[config.mk]
export PLATFORM = sky130hd
export DESIGN_NAME = sirq_top
export DESIGN_NICKNAME = d
export VERILOG_FILES = /design/src/design/sirq_pkg.sv /design/src/design/sirq_top.sv /design/src/design/sirq_sync.sv /design/src/design/sirq_local_irq.sv
export SDC_FILE = /design/constraint.sdc
export NUM_CORES = 1
export LEC_CHECK = 0
export BUFFER_PORTS_ARGS = -buffer_cell sky130_fd_sc_hd__buf_2
export CAP_MARGIN = 5
export CORE_MARGIN = 2
export CORE_UTILIZATION = 55
export DETAILED_ROUTE_END_ITERATION = 7
export PLACE_DENSITY = 0.89
export SLEW_MARGIN = 25
export SYNTH_ARGS = -nofsm -noshare
export SYNTH_HDL_FRONTEND = slang
export SYNTH_SLANG_ARGS = --single-unit
[constraint.sdc]
create_clock -name clk_in -period 3.2 [get_ports clk_in]
set_clock_uncertainty 0.05 [all_clocks]
set_input_delay 0 -clock clk_in [delete_from_list [all_inputs] [get_ports clk_in]]
set_output_delay 0 -clock clk_in [all_outputs]
set_load 0.01 [all_outputs]
[src/design/sirq_pkg.sv]
// constants, types and helpers for the serialized interrupt slave
// assumes a 100 MHz system clock and an lpc datapath on the same clock
//
// Functional notes
// - count lclk states from the start frame; drive requests only in their frame
// - each frame ends with recover driven high, then an undriven turnaround
// - start frame is six states; slave may drive only its first, quiet mode
// - frames 1 to 17, three states each, irq0 through iochck, slave drives
// - irq1 and irq12 frames are driven only by channel one requests
// - smi, irq6, irq9, irq10, irq11 frames come from channel two or three
// - measure stop frame low length; two means quiet next, three continuous
// - continuous mode: host starts cycles, device never starts one
// - quiet mode: device may start a cycle when a request is pending
// - quiet mode host may stop lclk; device first asks for a restart
// - quiet mode pending request drives clkrun low to restart lclk
// - no clock restart request for data transfers or in continuous mode
// - local irq one and two: enable set and input register one/two full
// - local irq three: register three full, or two-way last register written
// - local irq three also raised by any handshake mode event
// - local irq three also raised by any block transfer mode event
// - error irq: enable set and host reset, shutdown or abort flag set
// - system reset, lpc reset and shutdown all reset the sequencer; lpc reset and shutdown set their flags
// - in reset and shutdown the serirq and clkrun pins are not driven
// - linked clearing: host output register read clears the host irq enables; channel two and three reads clear nothing while CTRL_DIRECT is set

package sirq_pkg;

  localparam int CLK_MHZ = 100;
  // clkrun low pulse, long enough for a host to notice with lclk stopped
  localparam int CLKRUN_HOLD_NS = 250;
  localparam int CLKRUN_HOLD_CYC = (CLKRUN_HOLD_NS * CLK_MHZ + 999) / 1000;

  // register byte offsets
  localparam logic [3:0] OFS_CTRL = 4'h0;
  localparam logic [3:0] OFS_HIRQ = 4'h4;
  localparam logic [3:0] OFS_STAT = 4'h8;

  // control register fields
  localparam int CTRL_EN1 = 0;
  localparam int CTRL_EN2 = 1;
  localparam int CTRL_EN3 = 2;
  localparam int CTRL_ERREN = 3;
  localparam int CTRL_TWOWAY = 4;
  localparam int CTRL_DIRECT = 5;
  localparam int CTRL_SWSHUT = 6;
  localparam int CTRL_W = 7;
  localparam logic [CTRL_W-1:0] CTRL_RST = 7'h00;

  // host interrupt enable fields
  localparam int HIRQ_IRQ1_C1 = 0;
  localparam int HIRQ_IRQ12_C1 = 1;
  localparam int HIRQ_C2_LO = 2;
  localparam int HIRQ_C3_LO = 7;
  localparam int HIRQ_W = 12;
  localparam logic [HIRQ_W-1:0] HIRQ_RST = 12'h000;

  // status register fields
  localparam int STAT_QUIET = 0;
  localparam int STAT_CKRQ = 1;
  localparam int STAT_BUSY = 2;
  localparam int STAT_HRST = 3;
  localparam int STAT_SHUT = 4;
  localparam int STAT_ABORT = 5;
  localparam int STAT_IRQ_LO = 6;

  // frame layout
  localparam logic [4:0] FRAME_SMI = 5'h03;
  localparam logic [4:0] FRAME_IRQ1 = 5'h02;
  localparam logic [4:0] FRAME_IRQ6 = 5'h07;
  localparam logic [4:0] FRAME_IRQ9 = 5'h0a;
  localparam logic [4:0] FRAME_IRQ12 = 5'h0d;
  localparam logic [4:0] FRAME_LAST = 5'h11;
  localparam logic [1:0] PH_SAMPLE = 2'h0;
  localparam logic [1:0] PH_RECOVER = 2'h1;
  localparam logic [1:0] PH_TURN = 2'h2;
  localparam logic [2:0] STOP_QUIET_LOW = 3'h2;

  typedef enum logic [1:0] {
    SQ_IDLE = 2'b00,
    SQ_START = 2'b01,
    SQ_FRAME = 2'b10,
    SQ_STOP = 2'b11
  } sirq_seq_t;

  // byte-lane merge of a write into a register image
  function automatic logic [31:0] sirq_merge(input logic [31:0] old_v,
                                             input logic [31:0] new_v,
                                             input logic [3:0] be);
    logic [31:0] r;
    r = old_v;
    for (int i = 0; i < 4; i++)
    begin
      if (be[i])
      begin
        r[i*8 +: 8] = new_v[i*8 +: 8];
      end
    end
    return r;
  endfunction

endpackage

[src/design/sirq_top.sv]
// serialized interrupt slave: serirq sequencer, clkrun request, local irqs
// assumes lpc pins arrive asynchronously and the datapath runs on clk_in

module sirq_top
  import sirq_pkg::*;
(
  // system
  input wire logic clk_in,
  input wire logic rst_in,
  // avalon-mm slave
  input wire logic [3:0] avs_address_in,
  input wire logic avs_read_in,
  input wire logic avs_write_in,
  input wire logic [31:0] avs_writedata_in,
  input wire logic [3:0] avs_byteenable_in,
  output logic [31:0] avs_readdata_out,
  output logic avs_waitrequest_out,
  // lpc pins
  input wire logic lclk_in,
  input wire logic lreset_n_in,
  input wire logic lpcpd_n_in,
  input wire logic serirq_in,
  output logic serirq_out,
  output logic serirq_oe_out,
  input wire logic clkrun_in,
  output logic clkrun_out,
  output logic clkrun_oe_out,
  // datapath events
  input wire logic [2:0] output_data_reg_read_in,
  input wire logic [2:0] input_data_reg_full_in,
  input wire logic twoway_reg_last_full_in,
  input wire logic [4:0] hs_evt_in,
  input wire logic [11:0] blk_evt_in,
  input wire logic cycle_abort_evt_in,
  // local irqs
  output logic rx_done_irq_ch1_out,
  output logic rx_done_irq_ch2_out,
  output logic rx_done_irq_ch3_out,
  output logic error_irq_out
);

  ////////////////////////////////////////////////////////////////////////////
  // pin synchronisers and lpc reset decode

  logic [4:0] pin_s;
  logic lclk_s;
  logic lreset_n_s;
  logic lpcpd_n_s;
  logic serirq_s;
  logic clkrun_s;
  logic lclk_prev_q;
  logic lclk_rise;
  logic lclk_fall;
  logic lpc_rst;
  logic shutdown;
  logic seq_rst;
  logic [CTRL_W-1:0] ctrl_q;

  sirq_sync #(
    .WIDTH(5),
    .RST_VAL(5'h1f)
  ) u_sync (
    .clk_in(clk_in),
    .rst_in(rst_in),
    .d_in({clkrun_in, serirq_in, lpcpd_n_in, lreset_n_in, lclk_in}),
    .q_out(pin_s)
  );

  assign lclk_s = pin_s[0];
  assign lreset_n_s = pin_s[1];
  assign lpcpd_n_s = pin_s[2];
  assign serirq_s = pin_s[3];
  assign clkrun_s = pin_s[4];
  assign lclk_rise = lclk_s & ~lclk_prev_q;
  assign lclk_fall = ~lclk_s & lclk_prev_q;
  assign lpc_rst = ~lreset_n_s;
  assign shutdown = ~lpcpd_n_s | ctrl_q[CTRL_SWSHUT];
  // every reset source clears the sequencer
  assign seq_rst = rst_in | lpc_rst | shutdown;

  ////////////////////////////////////////////////////////////////////////////
  // register file

  logic ack_d;
  logic ack_q;
  logic [31:0] rdata_d;
  logic [31:0] rdata_q;
  logic wr_ok;
  logic [CTRL_W-1:0] ctrl_d;
  logic [HIRQ_W-1:0] hirq_d;
  logic [HIRQ_W-1:0] hirq_q;
  logic [HIRQ_W-1:0] hw_clr;
  logic [2:0] flag_d;
  logic [2:0] flag_q;
  logic [2:0] flag_set;
  logic [2:0] flag_clr;
  logic lpc_rst_prev_q;
  logic shutdown_prev_q;
  logic [3:0] local_irq;
  logic [31:0] stat_img;
  logic quiet_q;
  logic ckrq_q;
  sirq_seq_t seq_q;

  // one wait cycle per access gives time to register the read data
  assign avs_waitrequest_out = (avs_read_in | avs_write_in) & ~ack_q;
  assign avs_readdata_out = rdata_q;
  assign wr_ok = avs_write_in & ack_q;

  always_comb
  begin
    stat_img = 32'h0;
    stat_img[STAT_QUIET] = quiet_q;
    stat_img[STAT_CKRQ] = ckrq_q;
    stat_img[STAT_BUSY] = (seq_q != SQ_IDLE);
    stat_img[STAT_ABORT:STAT_HRST] = flag_q;
    stat_img[STAT_IRQ_LO +: 4] = local_irq;
    ack_d = (avs_read_in | avs_write_in) & ~ack_q;
    case (avs_address_in)
      OFS_CTRL: rdata_d = {25'h0, ctrl_q};
      OFS_HIRQ: rdata_d = {20'h0, hirq_q};
      OFS_STAT: rdata_d = stat_img;
      default: rdata_d = 32'h0;
    endcase
    ctrl_d = ctrl_q;
    if (wr_ok && avs_address_in == OFS_CTRL)
    begin
      ctrl_d = CTRL_W'(sirq_merge({25'h0, ctrl_q}, avs_writedata_in, avs_byteenable_in));
    end
    // host read of an output register withdraws that channel's requests, for channels two and three only when CTRL_DIRECT is clear
    hw_clr = 12'h000;
    hw_clr[HIRQ_IRQ12_C1:HIRQ_IRQ1_C1] = {2{output_data_reg_read_in[0]}};
    hw_clr[HIRQ_C2_LO +: 5] = {5{output_data_reg_read_in[1] & ~ctrl_q[CTRL_DIRECT]}};
    hw_clr[HIRQ_C3_LO +: 5] = {5{output_data_reg_read_in[2] & ~ctrl_q[CTRL_DIRECT]}};
    hirq_d = hirq_q & ~hw_clr;
    // software write lands after the hardware clear, so its set wins
    if (wr_ok && avs_address_in == OFS_HIRQ)
    begin
      hirq_d = HIRQ_W'(sirq_merge({20'h0, hirq_d}, avs_writedata_in, avs_byteenable_in));
    end
    flag_set = {cycle_abort_evt_in, shutdown & ~shutdown_prev_q, lpc_rst & ~lpc_rst_prev_q};
    flag_clr = 3'h0;
    if (wr_ok && avs_address_in == OFS_STAT && avs_byteenable_in[0])
    begin
      flag_clr = avs_writedata_in[STAT_ABORT:STAT_HRST];
    end
    flag_d = (flag_q & ~flag_clr) | flag_set;
  end

  always_ff @(posedge clk_in)
  begin
    if (rst_in)
    begin
      ack_q <= 1'b0;
      rdata_q <= 32'h0;
      ctrl_q <= CTRL_RST;
      flag_q <= 3'h0;
      lpc_rst_prev_q <= 1'b0;
      shutdown_prev_q <= 1'b0;
      lclk_prev_q <= 1'b1;
    end
    else
    begin
      ack_q <= ack_d;
      rdata_q <= rdata_d;
      ctrl_q <= ctrl_d;
      // lpc reset clears the shutdown flag unless shutdown rises in the same cycle
      flag_q <= {flag_d[2], flag_d[1] & ~(lpc_rst & ~flag_set[1]), flag_d[0]};
      lpc_rst_prev_q <= lpc_rst;
      shutdown_prev_q <= shutdown;
      lclk_prev_q <= lclk_s;
    end
  end

  // host enables survive shutdown but not an lpc reset
  always_ff @(posedge clk_in)
  begin
    if (rst_in || lpc_rst)
    begin
      hirq_q <= HIRQ_RST;
    end
    else
    begin
      hirq_q <= hirq_d;
    end
  end

  ////////////////////////////////////////////////////////////////////////////
  // frame request map

  logic [17:0] req_vec;
  logic pending;

  always_comb
  begin
    req_vec = 18'h0;
    req_vec[FRAME_IRQ1] = hirq_q[HIRQ_IRQ1_C1];
    req_vec[FRAME_IRQ12] = hirq_q[HIRQ_IRQ12_C1];
    req_vec[FRAME_SMI] = hirq_q[HIRQ_C2_LO] | hirq_q[HIRQ_C3_LO];
    req_vec[FRAME_IRQ6] = hirq_q[HIRQ_C2_LO + 1] | hirq_q[HIRQ_C3_LO + 1];
    for (int i = 0; i < 3; i++)
    begin
      req_vec[FRAME_IRQ9 + 5'(i)] = hirq_q[HIRQ_C2_LO + 2 + i] | hirq_q[HIRQ_C3_LO + 2 + i];
    end
    pending = |req_vec;
  end

  ////////////////////////////////////////////////////////////////////////////
  // serirq sequencer: sample at lclk fall, drive at lclk rise

  sirq_seq_t seq_d;
  logic [4:0] frame_d;
  logic [4:0] frame_q;
  logic [1:0] phase_d;
  logic [1:0] phase_q;
  logic [2:0] low_d;
  logic [2:0] low_q;
  logic drove_d;
  logic drove_q;
  logic samp_d;
  logic samp_q;
  logic oe_d;
  logic oe_q;
  logic lvl_d;
  logic lvl_q;
  logic quiet_d;

  always_comb
  begin
    seq_d = seq_q;
    frame_d = frame_q;
    phase_d = phase_q;
    low_d = low_q;
    drove_d = drove_q;
    oe_d = oe_q;
    lvl_d = lvl_q;
    quiet_d = quiet_q;
    // mid-state sampling keeps clear of the edge where the line changes
    samp_d = lclk_fall ? serirq_s : samp_q;
    if (lclk_rise)
    begin
      case (seq_q)
        SQ_IDLE:
        begin
          // a low line opens the start frame
          if (!samp_q)
          begin
            seq_d = SQ_START;
          end
          // self start only in quiet mode, one low state
          else if (quiet_q && pending)
          begin
            seq_d = SQ_START;
            oe_d = 1'b1;
            lvl_d = 1'b0;
          end
        end
        SQ_START:
        begin
          // host drives the rest of the start frame
          oe_d = 1'b0;
          if (samp_q)
          begin
            seq_d = SQ_FRAME;
            frame_d = 5'h00;
            phase_d = PH_TURN;
          end
        end
        SQ_FRAME:
        begin
          case (phase_q)
            PH_TURN:
            begin
              if (frame_q == FRAME_LAST)
              begin
                seq_d = SQ_STOP;
                low_d = 3'h0;
              end
              else
              begin
                frame_d = 5'(frame_q + 5'h01);
                phase_d = PH_SAMPLE;
                // low in the first state of an active frame
                drove_d = req_vec[5'(frame_q + 5'h01)];
                oe_d = req_vec[5'(frame_q + 5'h01)];
                lvl_d = 1'b0;
              end
            end
            PH_SAMPLE:
            begin
              // recover driven high by the state's driver
              phase_d = PH_RECOVER;
              oe_d = drove_q;
              lvl_d = 1'b1;
            end
            default:
            begin
              phase_d = PH_TURN;
              oe_d = 1'b0;
            end
          endcase
        end
        default:
        begin
          // low length of the stop pulse picks the next mode
          if (!samp_q)
          begin
            low_d = (low_q == 3'h7) ? low_q : 3'(low_q + 3'h1);
          end
          else if (low_q != 3'h0)
          begin
            quiet_d = (low_q == STOP_QUIET_LOW);
            seq_d = SQ_IDLE;
          end
        end
      endcase
    end
  end

  always_ff @(posedge clk_in)
  begin
    // sequencer cleared and pin released in every reset
    if (seq_rst)
    begin
      seq_q <= SQ_IDLE;
      frame_q <= 5'h00;
      phase_q <= PH_TURN;
      low_q <= 3'h0;
      drove_q <= 1'b0;
      samp_q <= 1'b1;
      oe_q <= 1'b0;
      lvl_q <= 1'b1;
    end
    else
    begin
      seq_q <= seq_d;
      frame_q <= frame_d;
      phase_q <= phase_d;
      low_q <= low_d;
      drove_q <= drove_d;
      samp_q <= samp_d;
      oe_q <= oe_d;
      lvl_q <= lvl_d;
    end
  end

  // mode flag survives shutdown, continuous after reset
  always_ff @(posedge clk_in)
  begin
    if (rst_in || lpc_rst)
    begin
      quiet_q <= 1'b0;
    end
    else
    begin
      quiet_q <= quiet_d;
    end
  end

  assign serirq_oe_out = oe_q;
  assign serirq_out = lvl_q;

  ////////////////////////////////////////////////////////////////////////////
  // clock restart request on clkrun

  logic ckrq_d;
  logic [7:0] hold_d;
  logic [7:0] hold_q;
  logic crun_oe_d;
  logic crun_oe_q;

  always_comb
  begin
    ckrq_d = ckrq_q;
    hold_d = (hold_q != 8'h00) ? 8'(hold_q - 8'h01) : hold_q;
    // request a restart only in quiet mode while idle
    if (!quiet_q || !pending || seq_q != SQ_IDLE)
    begin
      ckrq_d = 1'b0;
    end
    else if (!ckrq_q && clkrun_s)
    begin
      ckrq_d = 1'b1;
      hold_d = 8'(CLKRUN_HOLD_CYC);
    end
    crun_oe_d = (hold_d != 8'h00);
  end

  always_ff @(posedge clk_in)
  begin
    if (seq_rst)
    begin
      ckrq_q <= 1'b0;
      hold_q <= 8'h00;
      crun_oe_q <= 1'b0;
    end
    else
    begin
      ckrq_q <= ckrq_d;
      hold_q <= hold_d;
      crun_oe_q <= crun_oe_d;
    end
  end

  // open drain: only ever pulls low
  assign clkrun_oe_out = crun_oe_q;
  assign clkrun_out = 1'b0;

  ////////////////////////////////////////////////////////////////////////////
  // local slave interrupts

  sirq_local_irq u_local_irq (
    .clk_in(clk_in),
    .rst_in(rst_in),
    .rx_en_in(ctrl_q[CTRL_EN3:CTRL_EN1]),
    .error_irq_en_in(ctrl_q[CTRL_ERREN]),
    .twoway_reg_enable_in(ctrl_q[CTRL_TWOWAY]),
    .rxreg_full_in(input_data_reg_full_in),
    .twoway_last_full_in(twoway_reg_last_full_in),
    .hs_evt_in(hs_evt_in),
    .blk_evt_in(blk_evt_in),
    .err_flags_in(flag_q),
    .irq_out(local_irq)
  );

  assign rx_done_irq_ch1_out = local_irq[0];
  assign rx_done_irq_ch2_out = local_irq[1];
  assign rx_done_irq_ch3_out = local_irq[2];
  assign error_irq_out = local_irq[3];

endmodule // sirq_top

[src/design/sirq_sync.sv]
// two-flop synchroniser for pins from outside the clk_in domain
// assumes inputs are levels; the first stage feeds only the second

module sirq_sync
  import sirq_pkg::*;
#(
  parameter int WIDTH = 1,
  parameter logic [WIDTH-1:0] RST_VAL = '0
) (
  // system
  input wire logic clk_in,
  input wire logic rst_in,
  // levels
  input wire logic [WIDTH-1:0] d_in,
  output logic [WIDTH-1:0] q_out
);

  logic [WIDTH-1:0] meta_q;
  logic [WIDTH-1:0] sync_q;

  always_ff @(posedge clk_in)
  begin
    if (rst_in)
    begin
      meta_q <= RST_VAL;
      sync_q <= RST_VAL;
    end
    else
    begin
      meta_q <= d_in;
      sync_q <= meta_q;
    end
  end

  assign q_out = sync_q;

endmodule // sirq_sync

[src/design/sirq_local_irq.sv]
// combines receive-complete, mode events and error flags into local irqs
// assumes level inputs from the lpc datapath on clk_in

module sirq_local_irq
  import sirq_pkg::*;
(
  // system
  input wire logic clk_in,
  input wire logic rst_in,
  // enables
  input wire logic [2:0] rx_en_in,
  input wire logic error_irq_en_in,
  input wire logic twoway_reg_enable_in,
  // sources
  input wire logic [2:0] rxreg_full_in,
  input wire logic twoway_last_full_in,
  input wire logic [4:0] hs_evt_in,
  input wire logic [11:0] blk_evt_in,
  input wire logic [2:0] err_flags_in,
  // irqs
  output logic [3:0] irq_out
);

  logic [3:0] irq_d;
  logic [3:0] irq_q;

  always_comb
  begin
    irq_d[0] = rx_en_in[0] & rxreg_full_in[0];
    irq_d[1] = rx_en_in[1] & rxreg_full_in[1];
    irq_d[2] = (rx_en_in[2] & rxreg_full_in[2])
             | (rx_en_in[2] & twoway_reg_enable_in & twoway_last_full_in)
             | (|hs_evt_in) | (|blk_evt_in);
    irq_d[3] = error_irq_en_in & (|err_flags_in);
  end

  always_ff @(posedge clk_in)
  begin
    if (rst_in)
    begin
      irq_q <= 4'h0;
    end
    else
    begin
      irq_q <= irq_d;
    end
  end

  assign irq_out = irq_q;

endmodule // sirq_local_irq

Word level (Yosys, flattened, before mapping) --
Cells that the tools add are included.
Storage, ports and cells: logic and storage cells 172, output and inout bits 41, bits in registers 99, input bits 74
Cells by class: add/sub/neg operators 3, magnitude comparators 1, mux-type cells 40, bitwise logic cells 46, equal/unequal tests 19, reduce and logical (&&, ||, !) cells 40
Operators by type and width (count):
- $pmux W12 S3 | 1
- $mux W8 | 4
- $and A1 B1 Y1 | 16
- $mux W2 | 8
- $reduce_bool A8 Y1 | 2
- $mux W3 | 5
- $mux W5 | 3
- $not A1 Y1 | 13
- $and A12 B12 Y12 | 1
- $mux W12 | 1
- $not A12 Y12 | 1
- $or A1 B1 Y1 | 12
- $reduce_and A4 Y1 | 3
- $reduce_and A6 Y1 | 2
- $reduce_or A12 Y1 | 1
- $ne A2 B2 Y1 const B | 5
- $pmux W5 S2 | 1
- $reduce_and A5 Y1 | 2
- $reduce_bool A3 Y1 | 3
- $pmux W2 S2 | 2
- $sub A8 B1 Y8 const B | 1
- $mux W1 | 7
- $reduce_and A7 Y1 | 1
- $reduce_or A7 Y1 | 1
- 33 further kinds | 53

Logic depth before layout (Yosys ltp) --
depth after elaboration 8, gate-level depth with buffers 8, gate-level depth less buffers 7

By module --
From an unflattened synthesis, not the netlist that was laid out.
Second synthesis, totals: cells, all modules 417, area total of the unflattened synthesis 3717.3 um^2
Modules (own cells, without submodules):
- sirq_top | area an instance 3290.7 um^2, seq. area each 1301.2 um^2, cells each 380, times used 1
- sirq_sync | area an instance 262.8 um^2, seq. area each 200.2 um^2, cells each 20, times used 1
- sirq_local_irq | area an instance 163.9 um^2, seq. area each 80.1 um^2, cells each 17, times used 1

Worst setup path after synthesis --
Ideal clock, no wire load.
path kind reg-to-reg, start register frame_q[1], end register oe_q (netlist: serirq_oe_out), path buffers 0, data arrival time 1719 ps, setup slack 1365 ps, clock period less this slack 1835 ps, data required time 3084 ps, stages on the path, launching flop included 7, setup time 66 ps, cell sequence dfxtp_1 > ha_1 > xor2_2 > a2111oi_1 > a311oi_1 > a2111o_1 > a21oi_2
Between the ends: word-level cells in the longest chain between the ends 6, elaborated cells on any way between the ends 9, classes of those cells 1 x add/sub; 2 x eq/ne; 5 x mux; 1 x reduce/logical
RTL lines:
- start, declared | RTL line sirq_top.sv:213 | logic [4:0] frame_q;
- start signal, assigned | RTL line sirq_top.sv:337 | frame_q <= frame_d;
- $add A5 B1 Y5 | RTL line sirq_top.sv:285 | oe_d = req_vec[5'(frame_q + 5'h01)];
- $bmux W1 S5 | RTL line sirq_top.sv:285
- $mux W1 (not written as such) | RTL line sirq_top.sv:285
- $mux W1 | RTL line sirq_top.sv:274 | if (frame_q == FRAME_LAST)
- $pmux W1 S2 | RTL line sirq_top.sv:271 | case (phase_q)
- $pmux W1 S3 | RTL line sirq_top.sv:242 | case (seq_q)
- end signal, assigned | RTL line sirq_top.sv:331 | oe_q <= 1'b0;
- end signal, assigned | RTL line sirq_top.sv:342 | oe_q <= oe_d;
- end, declared | RTL line sirq_top.sv:223 | logic oe_q;
Several ways; a longest one is shown, not always the timed one. The select of a mux whose other input is x is not followed. A chain may end at the register's enable or synchronous reset.

Worst setup path after layout --
start register frame_q[0], end register oe_q (netlist: serirq_oe_out)
Same word-level chain as after synthesis.

==> qor.txt <==
status: complete, no violations
Reg2Reg Depth: 6
root buf cell: clkbuf_8
Crit. End Element: register
die outline height: 86.43 µm
final HPWL from detailed placement: 5873 µm
Antenna Nets Post-Route: 0
CTS H-tree depth: 3
Avg Vias per Cell: 6.025
period utilisation layout: 77.77%
top cell family by delay on the critical path: compound AO/OA/AOI/OAI gates
synth cell count leaders: 79 x dfxtp_1, 48 x nor2_1, 35 x nand2_1
ranking of synthesized cells by area: dfxtp_1 42%, nor2_1 4.8%, buf_4 4.2%
# Max-Cap Violations: 0
Post-Syn Instances: 423
top-count cell post-synth: dfxtp_1
Worst-Margin Slew: 664.4 ps
Crit path largest cell delay: 570 ps
WL per Instance: 16.89 µm
clk slew on worst S/H paths: 70 ps
clk sinks: 79
Slew HR: 55.71%
layout cells sized above 1: 21.26%
final WL: 10,170 µm
Fin. Hold Viols: 0
area leader, netlist: dfxtp_1
reg2reg start: frame_q[0]$_SDFFE_PP0P_
Ys Warns: 0
fill count: 488
Synth async-reset ratio: 0%
DIE AREA: 0.007470 mm²
Crit-path slowest cell: a2111oi_1
DRC Markers: 0
total gr overflow: 0
Pleak: 1.923 nW
RR Endpoint: serirq_oe_out$_SDFFE_PP0P_
CP startpoint kind: register
Die Wd: 86.43 µm
CP bufs+invs: 0
fin nets: 605
flop and latch count out of synthesis: 79
Synth Area per Inst: 8.835 µm²
via count: 3,627
top_reg_cell synth: dfxtp_1
max-slew violations: 0
R2R Setup Slk: 710 ps
maximum buffer depth of the clock tree: 2
Critical Path RT: 3440 ps
gpl congestion: 0.8938
maximum VDD drop: 0.0003586 V
min-delay worst type: input pin to register
Post-Syn Area: 0.003737 mm²
post_cts resized: 0
distinct cell type count after synthesis: 63
initial antenna violation count: 0
hold path startpoint: output_data_reg_read_in[2]
First-pass DRT Iterations: 8
Crit Path Max Fanout: 11
hold_buf cts: 28
Total Neg Setup Slack: 0 ps
worst path cell trace: ha_1, xor2_2, a2111oi_1, a311oi_1, a2111o_1, a21oi_2
Initial Utilization: 55.94%
CP Data Arrival Time: 2730 ps
Core Area: 0.006681 mm²
FMAX: 401.8 MHz
Period minus WS final: 2489 ps
crit path kind: register to register
CTS tree: built
EDFF count, synth: 0
TritonCTS Buffers: 9
sequential-to-total area share from yosys stat: 42.32%
power density cells: 443.2 mW/mm²
WHS Endpoint: hirq_q[11]$_SDFF_PP0_
vias in the first global route: 3,339
WHS Path Cells: 4
IO Port Bufs: 71
post-synth top area share: 42.32%
area grow syn2layout: 22.33%
setup repair after global routing missed its margin: no
largest net degree at the start of global routing: 43
Ports: 115
Total GRT Usage: 27.31%
first-pass GRT wire length: 16,120 µm
antenna cell count: 0
drt initial violations: 538
Final Total Pwr: 2.026 mW
post-CTS setup buffers: 0
row count: 30
clock latency on the worst-skew pair: 370 ps
Setup Viol. Count Final: 0
## report_power, final
group,switching [mW],internal [mW]
combinational,0.0729,0.0629
sequential,0.00746,0.994
clock,0.359,0.530
total,0.439,1.59
## routing by layer
layer  wire length, µm  track usage (%)  share of wire [%]
met1              3793            31.90                 37
met5                 0                0                  0
met2              4927            46.43                 48
met4               502            13.21                4.9
met3               941            7.143                9.3
## stage by stage
| stage | hold slack (ps) | instances | setup slack, ps | cell area, µm² | utilization (%) |
|---|---|---|---|---|---|
| finish | 3.950 | 602 | 711.4 | 4572 | 68.43 |
| global placement | 132.2 | 560 | 1145 | 4059 | 60.75 |
| detailed placement | 133.5 | 560 | 1116 | 4059 | 60.75 |
| floorplan | 53.81 | 443 | 1365 | 3812 | - |
| global route | 31.80 | 602 | 690.4 | 4572 | 68.43 |
| CTS | 3.368 | 602 | 903.8 | 4572 | 68.43 |
## layout by cell type, fill, tap and decap left out, types with 4 or more instances in the layout
cell type	synthesis	layout
and3b_1	4	4
nor4_1	4	4
mux2i_1	13	13
nand3_1	18	18
inv_1	13	13
dlygate4sd3_1	0	28
nor2b_1	10	10
nand2_1	35	35
nor2_1	48	48
dfxtp_1	79	79
or2_2	11	11
ha_1	12	12
xnor2_1	7	7
clkbuf_8	0	10
conb_1	1	21
nor3_1	10	10
o21ai_0	7	7
a21oi_1	27	27
buf_2	2	71
a22oi_1	6	6
nand2b_1	9	9
mux2_2	6	6
or3_1	5	5
## worst min-delay path: stages
cell and delay, ps:
buf_2 70, nand2b_1 120, nand3_1 110, a21oi_1 60
## cell families after synthesis
family	count (synthesis)	synth area share [%]
flops	79	42.32
simple gates	177	24.31
mux	19	5.289
other cells	1	0.1003
xor+xnor	10	2.545
fa+ha+maj	12	4.017
buf+inv	49	7.298
compound gates	76	14.13
## sequential cells by signal, indices dropped and copies added, names as in the netlist, 2 cells and up
| name | flops |
|---|---|
| flag_q | 3 |
| hold_q | 8 |
| low_q | 3 |
| seq_q | 2 |
| frame_q | 5 |
| phase_q | 2 |
| u_sync.meta_q | 5 |
| hirq_q | 12 |
| avs_readdata_out | 12 |
| u_local_irq.irq_out | 4 |
| ctrl_q | 7 |
| u_sync.q_out | 5 |
## worst max path at each step
stage | cells after the start | slack, ps | from | to
floorplan | 6 | 1370 | frame_q[1]$_SDFFE_PP0P_ | serirq_oe_out$_SDFFE_PP0P_
global placement | 6 | 1140 | frame_q[0]$_SDFFE_PP0P_ | serirq_oe_out$_SDFFE_PP0P_
detailed placement | 6 | 1120 | frame_q[0]$_SDFFE_PP0P_ | serirq_oe_out$_SDFFE_PP0P_
CTS | 5 | 900 | ctrl_q[4]$_SDFFE_PP0P_ | u_local_irq.irq_out[2]$_SDFF_PP0_
global route | 6 | 690 | frame_q[0]$_SDFFE_PP0P_ | serirq_oe_out$_SDFFE_PP0P_
finish | 6 | 710 | frame_q[0]$_SDFFE_PP0P_ | serirq_oe_out$_SDFFE_PP0P_
## area by class of cell
type | count | area, µm² | share of cell area [%]
Timing Repair Buffer | 101 | 650.6 | 14.23
Clock inverter | 4 | 95.09 | 2.080
Clock buffer | 10 | 137.6 | 3.010
Inverter | 13 | 48.80 | 1.067
Multi-Input combinational cell | 315 | 1958 | 42.83
Sequential cell | 79 | 1582 | 34.59
Tap cell | 80 | 100.1 | 2.189
Note: power is estimated with default switching activity, not from simulation.
